File: config.mk
export PLATFORM = sky130hd
export DESIGN_NAME = pcbc_top
export DESIGN_NICKNAME = d
export VERILOG_FILES = /design/src/shared/pcbc_pkg.sv /design/src/design/pcbc_top.sv
export SDC_FILE = /design/constraint.sdc
export NUM_CORES = 1
export LEC_CHECK = 0
export BUFFER_PORTS_ARGS = -buffer_cell sky130_fd_sc_hd__buf_2
export CELL_PAD_IN_SITES_DETAIL_PLACEMENT = 0
export CELL_PAD_IN_SITES_GLOBAL_PLACEMENT = 1
export CORE_ASPECT_RATIO = 0.75
export CORE_UTILIZATION = 39
export CTS_BUF_LIST = sky130_fd_sc_hd__clkbuf_8 sky130_fd_sc_hd__clkbuf_16
export DETAILED_ROUTE_END_ITERATION = 7
export HOLD_SLACK_MARGIN = 0.02
export PLACE_DENSITY = 0.78
export SETUP_SLACK_MARGIN = 0.05
export SYNTH_ARGS = -nofsm -noshare
export SYNTH_HDL_FRONTEND = slang
export SYNTH_SLANG_ARGS = --single-unit
File: constraint.sdc
create_clock -name mclk -period 2.5 [get_ports mclk]
set_input_delay 0.375 -clock mclk [delete_from_list [all_inputs] [get_ports mclk]]
set_output_delay 0.375 -clock mclk [all_outputs]
set_load 0.005 [all_outputs]
File: src/shared/pcbc_pkg.sv
// Package: constants, modes and carriers of the PWM/commutation block
`default_nettype none
package pcbc_pkg;

  // ****************************************
  // Widths, reset values and encodings
  // ****************************************
  localparam int unsigned TMR_W     = 10;
  localparam int unsigned CH_N      = 3;
  localparam logic [9:0]  TMR_RST   = 10'h000;
  localparam logic [2:0]  HALL_LOW  = 3'h0;
  localparam logic [2:0]  HALL_HIGH = 3'h7;
  localparam logic [5:0]  PAT_NONE  = 6'h00;
  localparam logic [5:0]  PAT_SLOW  = 6'h38;
  localparam logic [2:0]  STEP_RST  = 3'h0;
  localparam logic [2:0]  STEP_ONE  = 3'h1;
  localparam logic [5:0]  PAT_FIRST = 6'h01;
  localparam int unsigned INV_BIT   = 6;
  localparam int unsigned FCHK_BIT  = 7;

  // ****************************************
  // Modes
  // ****************************************
  typedef enum logic [2:0] {
    PCBC_OP_COMPARE,
    PCBC_OP_BLOCK,
    PCBC_OP_MPWM4,
    PCBC_OP_MPWM5,
    PCBC_OP_MPWM6,
    PCBC_OP_BURST
  } pcbc_op_e;

  typedef enum logic [1:0] {
    PCBC_BC_LEFT,
    PCBC_BC_RIGHT,
    PCBC_BC_SLOW,
    PCBC_BC_IDLE
  } pcbc_bc_e;

  // ****************************************
  // Carriers
  // ****************************************
  typedef struct packed {
    pcbc_op_e   op_mode;
    pcbc_bc_e   commutation_mode_sel;
    logic       phase_shift_sel;
    logic       follower_check_enable;
    logic       paired_invert_bit;
    logic       modulate_en;
    logic       emergency_int_enable;
  } pcbc_cfg_s;

  typedef struct packed {
    logic [9:0] period_value;
    logic [9:0] pwm_match_value;
  } pcbc_tmr_s;

endpackage
`default_nettype wire

File: src/design/pcbc_top.sv
// Design: 10-bit PWM compare unit with block commutation and multi-phase PWM
// Summary of operation
// - Ten-bit timer counts from zero to period value, then restarts at zero
// - Timer equal to match value toggles the single PWM pin
// - Timer wrapping to zero toggles the single PWM pin again
// - In multi-phase and burst modes, modulated signal may drive paired outputs
// - Inversion bit inverts modulated signal on paired outputs in those modes
// - Outputs driven by Hall inputs, by external timer zero or software
// - Each external timer zero advances multi-phase outputs one table step
// - Multi-phase variants drive four, five or six output signals
// - Hall inputs are sampled once every clock cycle in block mode
// - Hall change updates six outputs; slow-down and idle rows fixed
// - Rotate left, shift select low, maps Hall codes to the listed pairs
// - Rotate left, shift select high, maps Hall codes to the listed pairs
// - Rotate right maps Hall codes to its listed output pairs
// - In rotate-left and rotate-right modes, all-zero or all-one Hall code sets error flag and forces idle
// - Error flag with emergency enable raises the emergency request
// - With follower check on, a wrong successor code forces idle
// - Every entry into idle sets the commutation error flag
// - Idle is held until software clears the error flag
`default_nettype none
module pcbc_top (
  // Clock and reset
  input  wire logic               mclk,
  input  wire logic               rst_n,
  // Configuration
  input  wire pcbc_pkg::pcbc_cfg_s cfg,
  input  wire pcbc_pkg::pcbc_tmr_s tmr,
  input  wire logic               count_tick,
  // Triggers
  input  wire logic [2:0]         hall_inputs,
  input  wire logic               ct1_zero,
  input  wire logic               sw_step,
  input  wire logic               error_clear,
  // Outputs
  output logic                    single_pwm_pin,
  output logic [2:0]              primary_out,
  output logic [2:0]              paired_out,
  output logic                    commutation_error_flag,
  output logic                    emergency_irq
);

  // ****************************************
  // State
  // ****************************************
  typedef struct packed {
    logic [9:0] count;
    logic       pwm;
    logic [2:0] hall_s;
    logic [2:0] hall_last;
    logic       last_valid;
    logic       idle;
    logic       err;
    logic       irq;
    logic [2:0] step;
    logic [5:0] pattern;
    logic [2:0] prim;
    logic [2:0] pair;
  } pcbc_st_s;

  pcbc_st_s st;
  pcbc_st_s next_st;

  // ****************************************
  // Decoders
  // ****************************************
  // Active pattern {Q2,Q1,Q0,P2,P1,P0} for a Hall code {in0,in1,in2}
  function automatic logic [5:0] pcbc_decode(
    input pcbc_pkg::pcbc_bc_e m,
    input logic               tsel,
    input logic [2:0]         c
  );
    logic [5:0] p;
    p = pcbc_pkg::PAT_NONE;
    if (m == pcbc_pkg::PCBC_BC_LEFT && !tsel) begin
      unique case (c)
        3'h5:    p = 6'h0C;
        3'h4:    p = 6'h0A;
        3'h6:    p = 6'h22;
        3'h2:    p = 6'h21;
        3'h3:    p = 6'h11;
        3'h1:    p = 6'h14;
        default: p = pcbc_pkg::PAT_NONE;
      endcase
    end else if (m == pcbc_pkg::PCBC_BC_LEFT) begin
      unique case (c)
        3'h5:    p = 6'h14;
        3'h4:    p = 6'h0C;
        3'h6:    p = 6'h0A;
        3'h2:    p = 6'h22;
        3'h3:    p = 6'h21;
        3'h1:    p = 6'h11;
        default: p = pcbc_pkg::PAT_NONE;
      endcase
    end else if (m == pcbc_pkg::PCBC_BC_RIGHT) begin
      unique case (c)
        3'h6:    p = 6'h11;
        3'h4:    p = 6'h21;
        3'h5:    p = 6'h22;
        3'h1:    p = 6'h0A;
        3'h3:    p = 6'h0C;
        3'h2:    p = 6'h14;
        default: p = pcbc_pkg::PAT_NONE;
      endcase
    end else if (m == pcbc_pkg::PCBC_BC_SLOW) begin
      p = pcbc_pkg::PAT_SLOW;
    end
    return p;
  endfunction

  // Legal successor of a Hall code in the selected rotation
  function automatic logic [2:0] pcbc_succ(
    input pcbc_pkg::pcbc_bc_e m,
    input logic [2:0]         c
  );
    logic [2:0] s;
    s = c;
    if (m == pcbc_pkg::PCBC_BC_LEFT) begin
      unique case (c)
        3'h5:    s = 3'h4;
        3'h4:    s = 3'h6;
        3'h6:    s = 3'h2;
        3'h2:    s = 3'h3;
        3'h3:    s = 3'h1;
        3'h1:    s = 3'h5;
        default: s = c;
      endcase
    end else begin
      unique case (c)
        3'h6:    s = 3'h4;
        3'h4:    s = 3'h5;
        3'h5:    s = 3'h1;
        3'h1:    s = 3'h3;
        3'h3:    s = 3'h2;
        3'h2:    s = 3'h6;
        default: s = c;
      endcase
    end
    return s;
  endfunction

  // Number of table steps of a multi-phase variant
  function automatic logic [2:0] pcbc_phases(input pcbc_pkg::pcbc_op_e op);
    logic [2:0] n;
    unique case (op)
      pcbc_pkg::PCBC_OP_MPWM4: n = 3'h4;
      pcbc_pkg::PCBC_OP_MPWM5: n = 3'h5;
      default:                 n = 3'h6;
    endcase
    return n;
  endfunction

  // ****************************************
  // Next state
  // ****************************************
  logic       rotating;
  logic       mpwm;
  logic       bad_code;
  logic       wrong_follow;
  logic       changed;
  logic       enter_idle;
  logic       mod_sig;
  logic [2:0] nph;

  always_comb begin
    next_st  = st;
    rotating = cfg.commutation_mode_sel == pcbc_pkg::PCBC_BC_LEFT ||
               cfg.commutation_mode_sel == pcbc_pkg::PCBC_BC_RIGHT;
    mpwm     = cfg.op_mode == pcbc_pkg::PCBC_OP_MPWM4 ||
               cfg.op_mode == pcbc_pkg::PCBC_OP_MPWM5 ||
               cfg.op_mode == pcbc_pkg::PCBC_OP_MPWM6;
    nph      = pcbc_phases(cfg.op_mode);

    // Period timer and single pin
    if (count_tick) begin
      if (st.count >= tmr.period_value) begin
        next_st.count = pcbc_pkg::TMR_RST;
      end else begin
        next_st.count = st.count + 10'h001;
      end
    end
    next_st.pwm = st.pwm ^ (count_tick && next_st.count == pcbc_pkg::TMR_RST)
                         ^ (count_tick && next_st.count == tmr.pwm_match_value);
    // Wrap toggle above, match toggle after it

    // Hall sampling and commutation
    next_st.hall_s = {hall_inputs[0], hall_inputs[1], hall_inputs[2]};
    changed      = cfg.op_mode == pcbc_pkg::PCBC_OP_BLOCK &&
                   (!st.last_valid || st.hall_s != st.hall_last);
    bad_code     = rotating && (st.hall_s == pcbc_pkg::HALL_LOW ||
                                st.hall_s == pcbc_pkg::HALL_HIGH);
    wrong_follow = rotating && cfg.follower_check_enable && st.last_valid &&
                   st.hall_s != st.hall_last &&
                   st.hall_s != pcbc_succ(cfg.commutation_mode_sel,
                                          st.hall_last);
    enter_idle   = changed && !st.idle && (bad_code || wrong_follow);

    if (error_clear) begin
      next_st.err = 1'b0;
    end
    if (enter_idle) begin
      next_st.err  = 1'b1;          // Set beats a same-cycle clear
      next_st.idle = 1'b1;
      next_st.pattern = pcbc_pkg::PAT_NONE;
    end else if (changed && (!st.idle || !st.err) && !bad_code) begin
      next_st.idle = 1'b0;
      next_st.pattern = pcbc_decode(cfg.commutation_mode_sel,
                                    cfg.phase_shift_sel, st.hall_s);
    end
    if (cfg.op_mode == pcbc_pkg::PCBC_OP_BLOCK && changed) begin
      next_st.hall_last  = st.hall_s;
      next_st.last_valid = !(error_clear && st.idle);
    end
    if (error_clear && st.idle) begin
      next_st.last_valid = 1'b0;    // Re-evaluate inputs once cleared
    end
    next_st.irq = next_st.err && cfg.emergency_int_enable;

    // Multi-phase stepping
    if (mpwm && (ct1_zero || sw_step)) begin
      if (st.step + pcbc_pkg::STEP_ONE >= nph) begin
        next_st.step = pcbc_pkg::STEP_RST;
      end else begin
        next_st.step = st.step + pcbc_pkg::STEP_ONE;
      end
      next_st.pattern = pcbc_pkg::PAT_FIRST << next_st.step;
    end else if (!mpwm && cfg.op_mode != pcbc_pkg::PCBC_OP_BLOCK) begin
      next_st.step    = pcbc_pkg::STEP_RST;
      next_st.pattern = pcbc_pkg::PAT_NONE;
    end

    // Output drive
    mod_sig = next_st.pwm ^ cfg.paired_invert_bit;
    if (cfg.op_mode == pcbc_pkg::PCBC_OP_BURST) begin
      next_st.prim = 3'h0;
      next_st.pair = {3{mod_sig}};
    end else if (cfg.op_mode == pcbc_pkg::PCBC_OP_COMPARE ||
                 (cfg.op_mode == pcbc_pkg::PCBC_OP_BLOCK &&
                  (next_st.idle ||
                   cfg.commutation_mode_sel == pcbc_pkg::PCBC_BC_IDLE))) begin
      next_st.prim = 3'h0;
      next_st.pair = 3'h0;
    end else begin
      next_st.prim = next_st.pattern[2:0];
      next_st.pair = next_st.pattern[5:3] &
                     (cfg.modulate_en ? {3{mod_sig}} : 3'h7);
    end
  end

  always_ff @(posedge mclk or negedge rst_n) begin
    if (!rst_n) begin
      st <= '0;
      st.idle <= 1'b1;
    end else begin
      st <= next_st;
    end
  end

  assign single_pwm_pin         = st.pwm;
  assign primary_out            = st.prim;
  assign paired_out             = st.pair;
  assign commutation_error_flag = st.err;
  assign emergency_irq          = st.irq;

  // ****************************************
  // Checks
  // ****************************************
  property p_wrap;
    @(posedge mclk) disable iff (!rst_n)
      count_tick && st.count >= tmr.period_value |=> st.count == 10'h000;
  endproperty
  a_wrap: assert property (p_wrap) else $error("timer did not wrap");

  property p_match;
    @(posedge mclk) disable iff (!rst_n)
      count_tick && st.count < tmr.period_value &&
      st.count + 10'h001 == tmr.pwm_match_value
      |=> single_pwm_pin != $past(single_pwm_pin);
  endproperty
  a_match: assert property (p_match) else $error("no match toggle");

  property p_zero;
    @(posedge mclk) disable iff (!rst_n)
      count_tick && st.count >= tmr.period_value &&
      tmr.pwm_match_value != 10'h000
      |=> single_pwm_pin != $past(single_pwm_pin);
  endproperty
  a_zero: assert property (p_zero) else $error("no wrap toggle");

  property p_burst;
    @(posedge mclk) disable iff (!rst_n)
      cfg.op_mode == pcbc_pkg::PCBC_OP_BURST ##1
      $stable(cfg.paired_invert_bit) && cfg.op_mode == pcbc_pkg::PCBC_OP_BURST
      |-> paired_out == {3{single_pwm_pin ^ cfg.paired_invert_bit}};
  endproperty
  a_burst: assert property (p_burst) else $error("burst drive bad");

  property p_step;
    @(posedge mclk) disable iff (!rst_n)
      cfg.op_mode == pcbc_pkg::PCBC_OP_MPWM6 && ct1_zero && st.step < 3'h5
      |=> st.step == $past(st.step) + 3'h1;
  endproperty
  a_step: assert property (p_step) else $error("no table step");

  property p_bad;
    @(posedge mclk) disable iff (!rst_n)
      cfg.op_mode == pcbc_pkg::PCBC_OP_BLOCK && !st.idle &&
      cfg.commutation_mode_sel == pcbc_pkg::PCBC_BC_LEFT &&
      st.hall_s == 3'h0 && st.hall_last != 3'h0
      |=> commutation_error_flag && st.idle && primary_out == 3'h0;
  endproperty
  a_bad: assert property (p_bad) else $error("bad code not caught");

  property p_irq;
    @(posedge mclk) disable iff (!rst_n)
      commutation_error_flag && cfg.emergency_int_enable && !error_clear
      |=> emergency_irq;
  endproperty
  a_irq: assert property (p_irq) else $error("no emergency request");

  property p_hold;
    @(posedge mclk) disable iff (!rst_n)
      commutation_error_flag && !error_clear |=> commutation_error_flag;
  endproperty
  a_hold: assert property (p_hold) else $error("flag dropped alone");

  property p_idle_out;
    @(posedge mclk) disable iff (!rst_n)
      cfg.op_mode == pcbc_pkg::PCBC_OP_BLOCK && $rose(st.idle)
      |-> commutation_error_flag && paired_out == 3'h0;
  endproperty
  a_idle_out: assert property (p_idle_out) else $error("idle w/o flag");

  property p_left;
    @(posedge mclk) disable iff (!rst_n)
      cfg.op_mode == pcbc_pkg::PCBC_OP_BLOCK && !st.idle && !st.err &&
      cfg.commutation_mode_sel == pcbc_pkg::PCBC_BC_LEFT &&
      !cfg.phase_shift_sel && !cfg.modulate_en && !cfg.follower_check_enable &&
      st.hall_s == 3'h5 && st.hall_last != 3'h5 ##1
      $stable(cfg) |-> primary_out == 3'h4 && paired_out == 3'h1;
  endproperty
  a_left: assert property (p_left) else $error("left map wrong");

endmodule
`default_nettype wire

==> out/qor.csv, run 1 <==
stage,metric,value,unit
finish,"non-filler cells, final",498,
yosys,post-synthesis sequential area ratio,32.2,%
floorplanning,core area,6860,um^2
yosys,post-synthesis cell type count,73,
yosys,Synth Area per Inst,9.10,um^2
placed_design,# port buffers,47,
setup_path,CP Max Fanout,5,
outcome,status,"finished, violations left",
setup_path,crit-path cells,ha_4 -> a211o_1 -> a21oi_4 -> o41ai_4 -> buf_6 -> o32ai_4 -> xnor2_1 -> nand2_2 -> nor3_4 -> xor2_4 -> a22oi_2,
yosys,Mapped Nets,361,
global_routing,first-pass GRT wire length,11800,um
global_routing,largest net degree at the start of global routing,37,
yosys,Synth Register Bits,36,
routing,DR vias,2603,
timing,final setup fails,4,
yosys,synth top area cells,"dfrtp_1 31%, ha_1 6.3%, xnor2_1 3.8%, a21oi_1 3.6%, nor2_1 2.9%",
clocking,CTS sink count,36,
global_routing,GRT overflow,0,
clocking,CTS Root Cell,clkbuf_8,
global_routing,total track usage,20.3,%
setup_path,"Buf+Inv Stages, Crit Path",1,
finish,Ant. Diodes,0,
setup_path,CP max stage delay,420,ps
clocking,maximum clock insertion buffer count,2,
clocking,CTS Hold Bufs,0,
clocking,CTS HTree Levels,2,
timing,Tcrit/Tclk final,111,%
timing,min Tclk post-route,2760,ps
clocking,"Clk Latency, worst-skew pair",290,ps
worst_hold_path,HP Class,in -> async,
yosys,yosys warns,0,
routing,first-pass detailed-route iteration total,4,
finish,fin util,55.9,%
global_routing,met2 usage,28.0,%
timing,PnR worst setup slack,-265,ps
yosys,Synth Instances,308,
yosys,number of synthesized flops with an enable pin,0,
timing,Max Fclk,0.362,GHz
floorplanning,Site Rows,26,
floorplanning,die width,99.9,um
yosys,post-synth top area cell,dfrtp_1,
routing,average wire per standard cell,15.1,um
timing,Clock Skews,5.57,ps
setup_path,CP Launch Type,flop,
finish,area taken by multi-input logic gates,1970,um^2
global_routing,GRT busiest layer,met1,
placed_design,HPWL after DPL,5590,um
finish,Post-layout nets,452,
setup_path,critical path class,reg -> reg,
yosys,Async SR Flop Fraction,100,%
setup_path,Crit-path slowest cell,dfrtp_1,
timing,Hold Fails Final Rpt,0,
global_routing,vias in the first global route,2425,
setup_path,CP top delay family,compound AO/OA/AOI/OAI gates,
yosys,Synth Flop Type,dfrtp_1,
floorplanning,IO Pins,48,
floorplanning,Die Ht,75.4,um
pwr,leakage,1.76,nW
outcome,failing checks,setup timing,
finish,FF+latch area,903,um^2
pwr,Max VDD drop,399,uV
finish,fillcell total,617,
setup_path,CP arrival,2930,ps
routing,Vias/cell,5.23,
setup_path,Required @ worst endpoint,2670,ps
clocking,clk slew on worst S/H paths,80,ps
floorplanning,die area,7530,um^2
yosys,Synth top area share,31.3,%
global_routing,GR Layer Usage met1,31.1,%
floorplanning,Initial Util,40.8,%
placed_design,RD Place Congestion,0.877,
routing,Antenna Violating Nets Remaining,0,
global_routing,met3 GRT Util,4.68,%
clocking,CTS tree,built,
routing,Initial DRC Count,146,
finish,area growth from synthesis to layout,36.8,%
timing,Slew headroom,44.9,%
setup_path,crit end category,flop,
timing,Worst Tran Pin Value,826,ps
timing,final slew viol count,0,
global_routing,antenna violations before repair,0,
finish,layout cells sized above 1,43.5,%
run,max-capacitance violation count,0,
pwr,PwrDens,738,nW/um^2
timing,RSZ-0062 raised after global routing,yes,
routing,Detailed Route WL,7530,um
yosys,Mapped Area,2800,um^2
clocking,TritonCTS Buffers,5,
placed_design,Placed Cells,481,
routing,residual DRC count,0,
==> per-layer routing <==
layer	wire, um	share of wire, %
met5	0	0
met4	61	0.81
met3	446	5.9
met2	3070	41
met1	3950	52
==> final timing paths <==
kind | startpoint | endpoint | slack [ps] | cells past startpoint
min in group mclk | hall_inputs[1] | st[23]$_DFF_PN0_ | 190 | 1
hold reg to reg | st[13]$_DFFE_PN0P_ | st[13]$_DFFE_PN0P_ | 540 | 2
setup / recovery | st[33]$_DFF_PN0_ | paired_out[0]$_DFF_PN0_ | -260 | 11
max in group asynchronous | rst_n | st[21]$_DFFE_PN0P_ | 1740 | 1
setup reg to reg | st[33]$_DFF_PN0_ | paired_out[0]$_DFF_PN0_ | -260 | 11
hold / removal | rst_n | st[32]$_DFF_PN0_ | 180 | 1
==> synth_stat cells, types with 6 or more instances <==
master and instances:
buf_4 7, clkbuf_1 6, mux2i_1 7, nand3_1 7, nand2b_1 6, nand2_1 18
o32ai_1 7, dfrtp_1 35, xor2_1 7, nor3_1 11, inv_1 21, ha_1 14
xnor2_1 12, a21oi_1 20, nor2_1 22, and2_1 7
==> logic make-up (layout without fill, tap and decap cells) <==
group	after synthesis	in the layout	share of synthesized area, %
simple gates	107	107	21.8
compound gates	80	80	21.8
buf+inv	41	133	7.55
flops	36	36	32.2
xor+xnor	20	20	6.74
fa+ha+maj	14	14	6.25
mux	10	10	3.71
==> stage by stage <==
step / TNS (ps) / worst slack (ps) / hold WS [ps] / total power, mW / area, um^2
detailed placement: -1680 / -409 / 484 / 2.11 / 3390
global placement: -1540 / -361 / 482 / 2.09 / 3390
global route: -1400 / -371 / 174 / 3.03 / 3830
CTS: -817 / -214 / 183 / 2.68 / 3680
finish: -973 / -265 / 175 / 2.83 / 3830
floorplan: -24.5 / -8.18 / 79.4 / 1.70 / 2810
==> worst register-to-register path, stage by stage, from the launching register on <==
cell and delay [ps]:
dfrtp_1 420, ha_4 230, a211o_1 280, a21oi_4 190
o41ai_4 110, buf_6 160, o32ai_4 320, xnor2_1 170
nand2_2 140, nor3_4 290, xor2_4 220, a22oi_2 100
==> final cells by class <==
| cell class | count | share of cell area [%] |
|---|---|---|
| multi-input cells | 231 | 51.5 |
| flip-flops and latches | 36 | 23.6 |
| repair buffers | 103 | 17.2 |
| well taps | 98 | 3.20 |
| clock buffers | 6 | 2.15 |
| inverters | 22 | 2.15 |
| clock inverters | 2 | 0.261 |
==> where the power goes <==
part | switching [mW] | total [mW] | internal (mW)
registers | 0.114 | 0.832 | 0.718
clock network | 0.219 | 0.439 | 0.220
logic | 0.807 | 1.56 | 0.750
total | 1.14 | 2.83 | 1.69
==> state kept, by name, indices dropped and copies added (netlist names) <==
register / count
paired_out: 3
commutation_error_flag: 1
st: 27
emergency_irq: 1
primary_out: 3
single_pwm_pin: 1
==> cells in the final DEF, fill, tap and decap left out, drive strengths merged, types with 2 or more instances in the layout <==
cell	instances
o32ai	8
mux2i	7
or3	4
dfrtp	35
o31ai	5
o211ai	2
xor2	7
a31oi	4
o311ai	2
o22ai	5
a21oi	21
nand4	7
nand3	7
nor3b	2
o21a	3
nand2b	6
nor3	12
inv	22
clkbuf	6
a21o	3
nor2b	3
o21ai	8
a2bb2oi	2
nor2	23
nand4b	2
or4b	2
nor4	4
nand2	19
and2	7
a22oi	3
or2	3
clkinv	2
buf	103
o31a	3
xnor2	12
mux2	3
ha	14
==> what timing repair did <==
action | in CTS | in global routing
endpoints found under the setup margin | 7 | 7
resized for setup | 24 | 29
buffers inserted | 7 | 3
pin swaps | 16 | 16
(Power assumes the default switching activity.)
==> run 2: changes to the inputs <==
Settings changed: REMOVE_ABC_BUFFERS set to 1.
==> run 2 against run 1 <==
Net effect: the flow still finishes with violations (setup timing); power is 4.3% higher; die area unchanged; fmax is 1.0% higher; via count rose by 1.0%; non-clock buffer count up 3; count of clock-buffer cells in the layout fell by 1; routed wire length increased by 4.6%; combinational power is essentially flat; sequential share of layout area shrank 0.40 points; first-iteration DRC count increased by 4.1%; flip-flop and latch count did not move; worst setup slack better by 28 ps; critical path type unchanged; critical endpoint unchanged.
==> out/qor.csv, run 2 (synthesis results as in run 1) <==
stage,metric,value,unit,change
outcome,status,"finished, violations left",,
outcome,failing checks,setup timing,,
clocking,CTS HTree Levels,2,,unchanged
clocking,maximum clock insertion buffer count,2,,unchanged
floorplanning,Die Ht,75.4,um,unchanged
run,max-capacitance violation count,0,,unchanged
global_routing,antenna violations before repair,0,,unchanged
finish,fin util,56.7,%,+0.89 points
placed_design,RD Place Congestion,0.873,,-0.43%
finish,layout cells sized above 1,42.7,%,-0.82 points
floorplanning,Initial Util,40.8,%,unchanged
finish,Ant. Diodes,0,,unchanged
setup_path,CP arrival,2900,ps,-30 ps
finish,area growth from synthesis to layout,39.0,%,
floorplanning,core area,6860,um^2,unchanged
setup_path,Crit-path slowest cell,dfrtp_1,,
timing,PnR worst setup slack,-236,ps,+28.4 ps
clocking,clk slew on worst S/H paths,80,ps,about the same
setup_path,"Buf+Inv Stages, Crit Path",1,,unchanged
floorplanning,die width,99.9,um,unchanged
routing,DR vias,2629,,+1.0%
routing,first-pass detailed-route iteration total,4,,unchanged
clocking,CTS tree,built,,
global_routing,total track usage,22.1,%,+1.8 points
timing,Tcrit/Tclk final,109,%,-1.1 points
finish,max reg flops,27,,unchanged
routing,Antenna Violating Nets Remaining,0,,unchanged
timing,min Tclk post-route,2740,ps,-28.4 ps
timing,RSZ-0062 raised after global routing,yes,,
setup_path,CP Launch Type,flop,,
finish,"most common cell after layout, fill and taps aside",buf_4,,
setup_path,launch point of the critical path,st[33]$_DFF_PN0_,,
setup_path,CP max stage delay,420,ps,about the same
finish,most frequent cells in the layout,"55 x buf_4, 47 x buf_2, 35 x dfrtp_1",,
global_routing,GRT overflow,0,,unchanged
routing,residual DRC count,0,,unchanged
global_routing,first-pass GRT wire length,12400,um,+5.4%
floorplanning,IO Pins,48,,unchanged
clocking,TritonCTS Buffers,5,,unchanged
placed_design,Post-Place Setup Slack,-436,ps,-27.2 ps
setup_path,critical path class,reg -> reg,,
pwr,Power Total,2.95,mW,+4.3%
worst_hold_path,HP Class,in -> async,,
setup_path,crit-path cells,ha_4 -> a211o_1 -> a21oi_2 -> o41ai_4 -> buf_6 -> o32ai_4 -> xnor2_2 -> nand2_2 -> nor3_4 -> xor2_2 -> a22oi_1,,
finish,Post-layout nets,455,,+0.66%
timing,final setup fails,4,,unchanged
timing,Max Fclk,0.365,GHz,+1.0%
placed_design,# port buffers,47,,unchanged
clocking,"Clk Latency, worst-skew pair",300,ps,about the same
timing,Worst Tran Pin Value,837,ps,+11.4 ps
clocking,CTS Root Cell,clkbuf_8,,
finish,Top reg by flops,st,,
setup_path,Required @ worst endpoint,2660,ps,about the same
timing,Clock Skews,12.6,ps,+7.01 ps
pwr,leakage,1.80,nW,+1.8%
timing,Slew headroom,44.2,%,-0.76 points
finish,"non-filler cells, final",501,,+0.60%
placed_design,Placed Cells,484,,+0.62%
setup_path,CP Max Fanout,6,,+1
routing,average wire per standard cell,15.7,um,+3.9%
routing,Detailed Route WL,7870,um,+4.6%
setup_path,crit end category,flop,,
floorplanning,Site Rows,26,,unchanged
floorplanning,die area,7530,um^2,unchanged
timing,final slew viol count,0,,unchanged
timing,Hold Fails Final Rpt,0,,unchanged
setup_path,CP top delay family,compound AO/OA/AOI/OAI gates,,
clocking,CTS sink count,36,,unchanged
placed_design,HPWL after DPL,5730,um,+2.4%
pwr,Max VDD drop,394,uV,-1.3%
routing,Initial DRC Count,152,,+4.1%
global_routing,largest net degree at the start of global routing,37,,unchanged
pwr,PwrDens,757,nW/um^2,+2.7%
setup_path,RR Startpoint,st[33]$_DFF_PN0_,,
routing,Vias/cell,5.25,,+0.39%
timing,hold_ws,168,ps,-7.21 ps
global_routing,vias in the first global route,2515,,+3.7%
## run 2: worst register-to-register path, cell delays in order, from the launching register on
cell     delay (ps)
dfrtp_1         420
ha_4            230
a211o_1         270
a21oi_2         200
o41ai_4         110
buf_6           160
o32ai_4         310
xnor2_2         170
nand2_2         130
nor3_4          250
xor2_2          220
a22oi_1         130
## run 2: path summary, 6_finish.rpt
check | end | slack [ps] | cells past startpoint
max in group asynchronous | st[13]$_DFFE_PN0P_ | 1790 | 1
min in group mclk | st[24]$_DFF_PN0_ | 170 | 1
worst min-delay path | st[21]$_DFFE_PN0P_ | 170 | 1
worst min register to register | st[13]$_DFFE_PN0P_ | 540 | 2
worst max-delay path | paired_out[0]$_DFF_PN0_ | -240 | 11
worst max register to register | paired_out[0]$_DFF_PN0_ | -240 | 11
## run 2: cell type report
class                   count  area [um^2]
well taps                  98          123
clock buffers               5         68.8
fillers                   606         2970
inverters                  22         82.6
repair buffers            106          693
flip-flops and latches     36          902
multi-input cells         231         1990
clock inverters             3         38.8
## run 2: report_power, final
part | leakage (nW) | internal (mW) | switching (mW) | total [mW]
sequential | 0.464 | 0.717 | 0.123 | 0.840
clock | 0.0593 | 0.292 | 0.230 | 0.522
combinational | 1.27 | 0.794 | 0.793 | 1.59
## run 2: per-layer routing
| metal | vias up | wire (um) | global-route usage (%) |
|---|---|---|---|
| met5 | - | 0 | 0 |
| li1 | 1309 | - | - |
| met2 | 70 | 3580 | 35.6 |
| met4 | 0 | 81 | 6.37 |
| met1 | 1244 | 3760 | 30.5 |
| met3 | 6 | 444 | 4.50 |
## run 2: timing repair
| action | CTS | global route |
|---|---|---|
| hold buffers | 0 | 0 |
| setup endpoints to repair | 4 | 7 |
| pin swaps | 23 | 7 |
| buffers inserted | 9 | 2 |
| gates resized for setup | 40 | 15 |
## run 2: stage by stage
| stage | setup TNS, ps | cell area (um^2) |
|---|---|---|
| finish | -820 | 3890 |
| global route | -1410 | 3890 |
| CTS | -546 | 3810 |
| detailed placement | -1510 | 3410 |
| global placement | -1110 | 3410 |
| floorplan | -231 | 2670 |
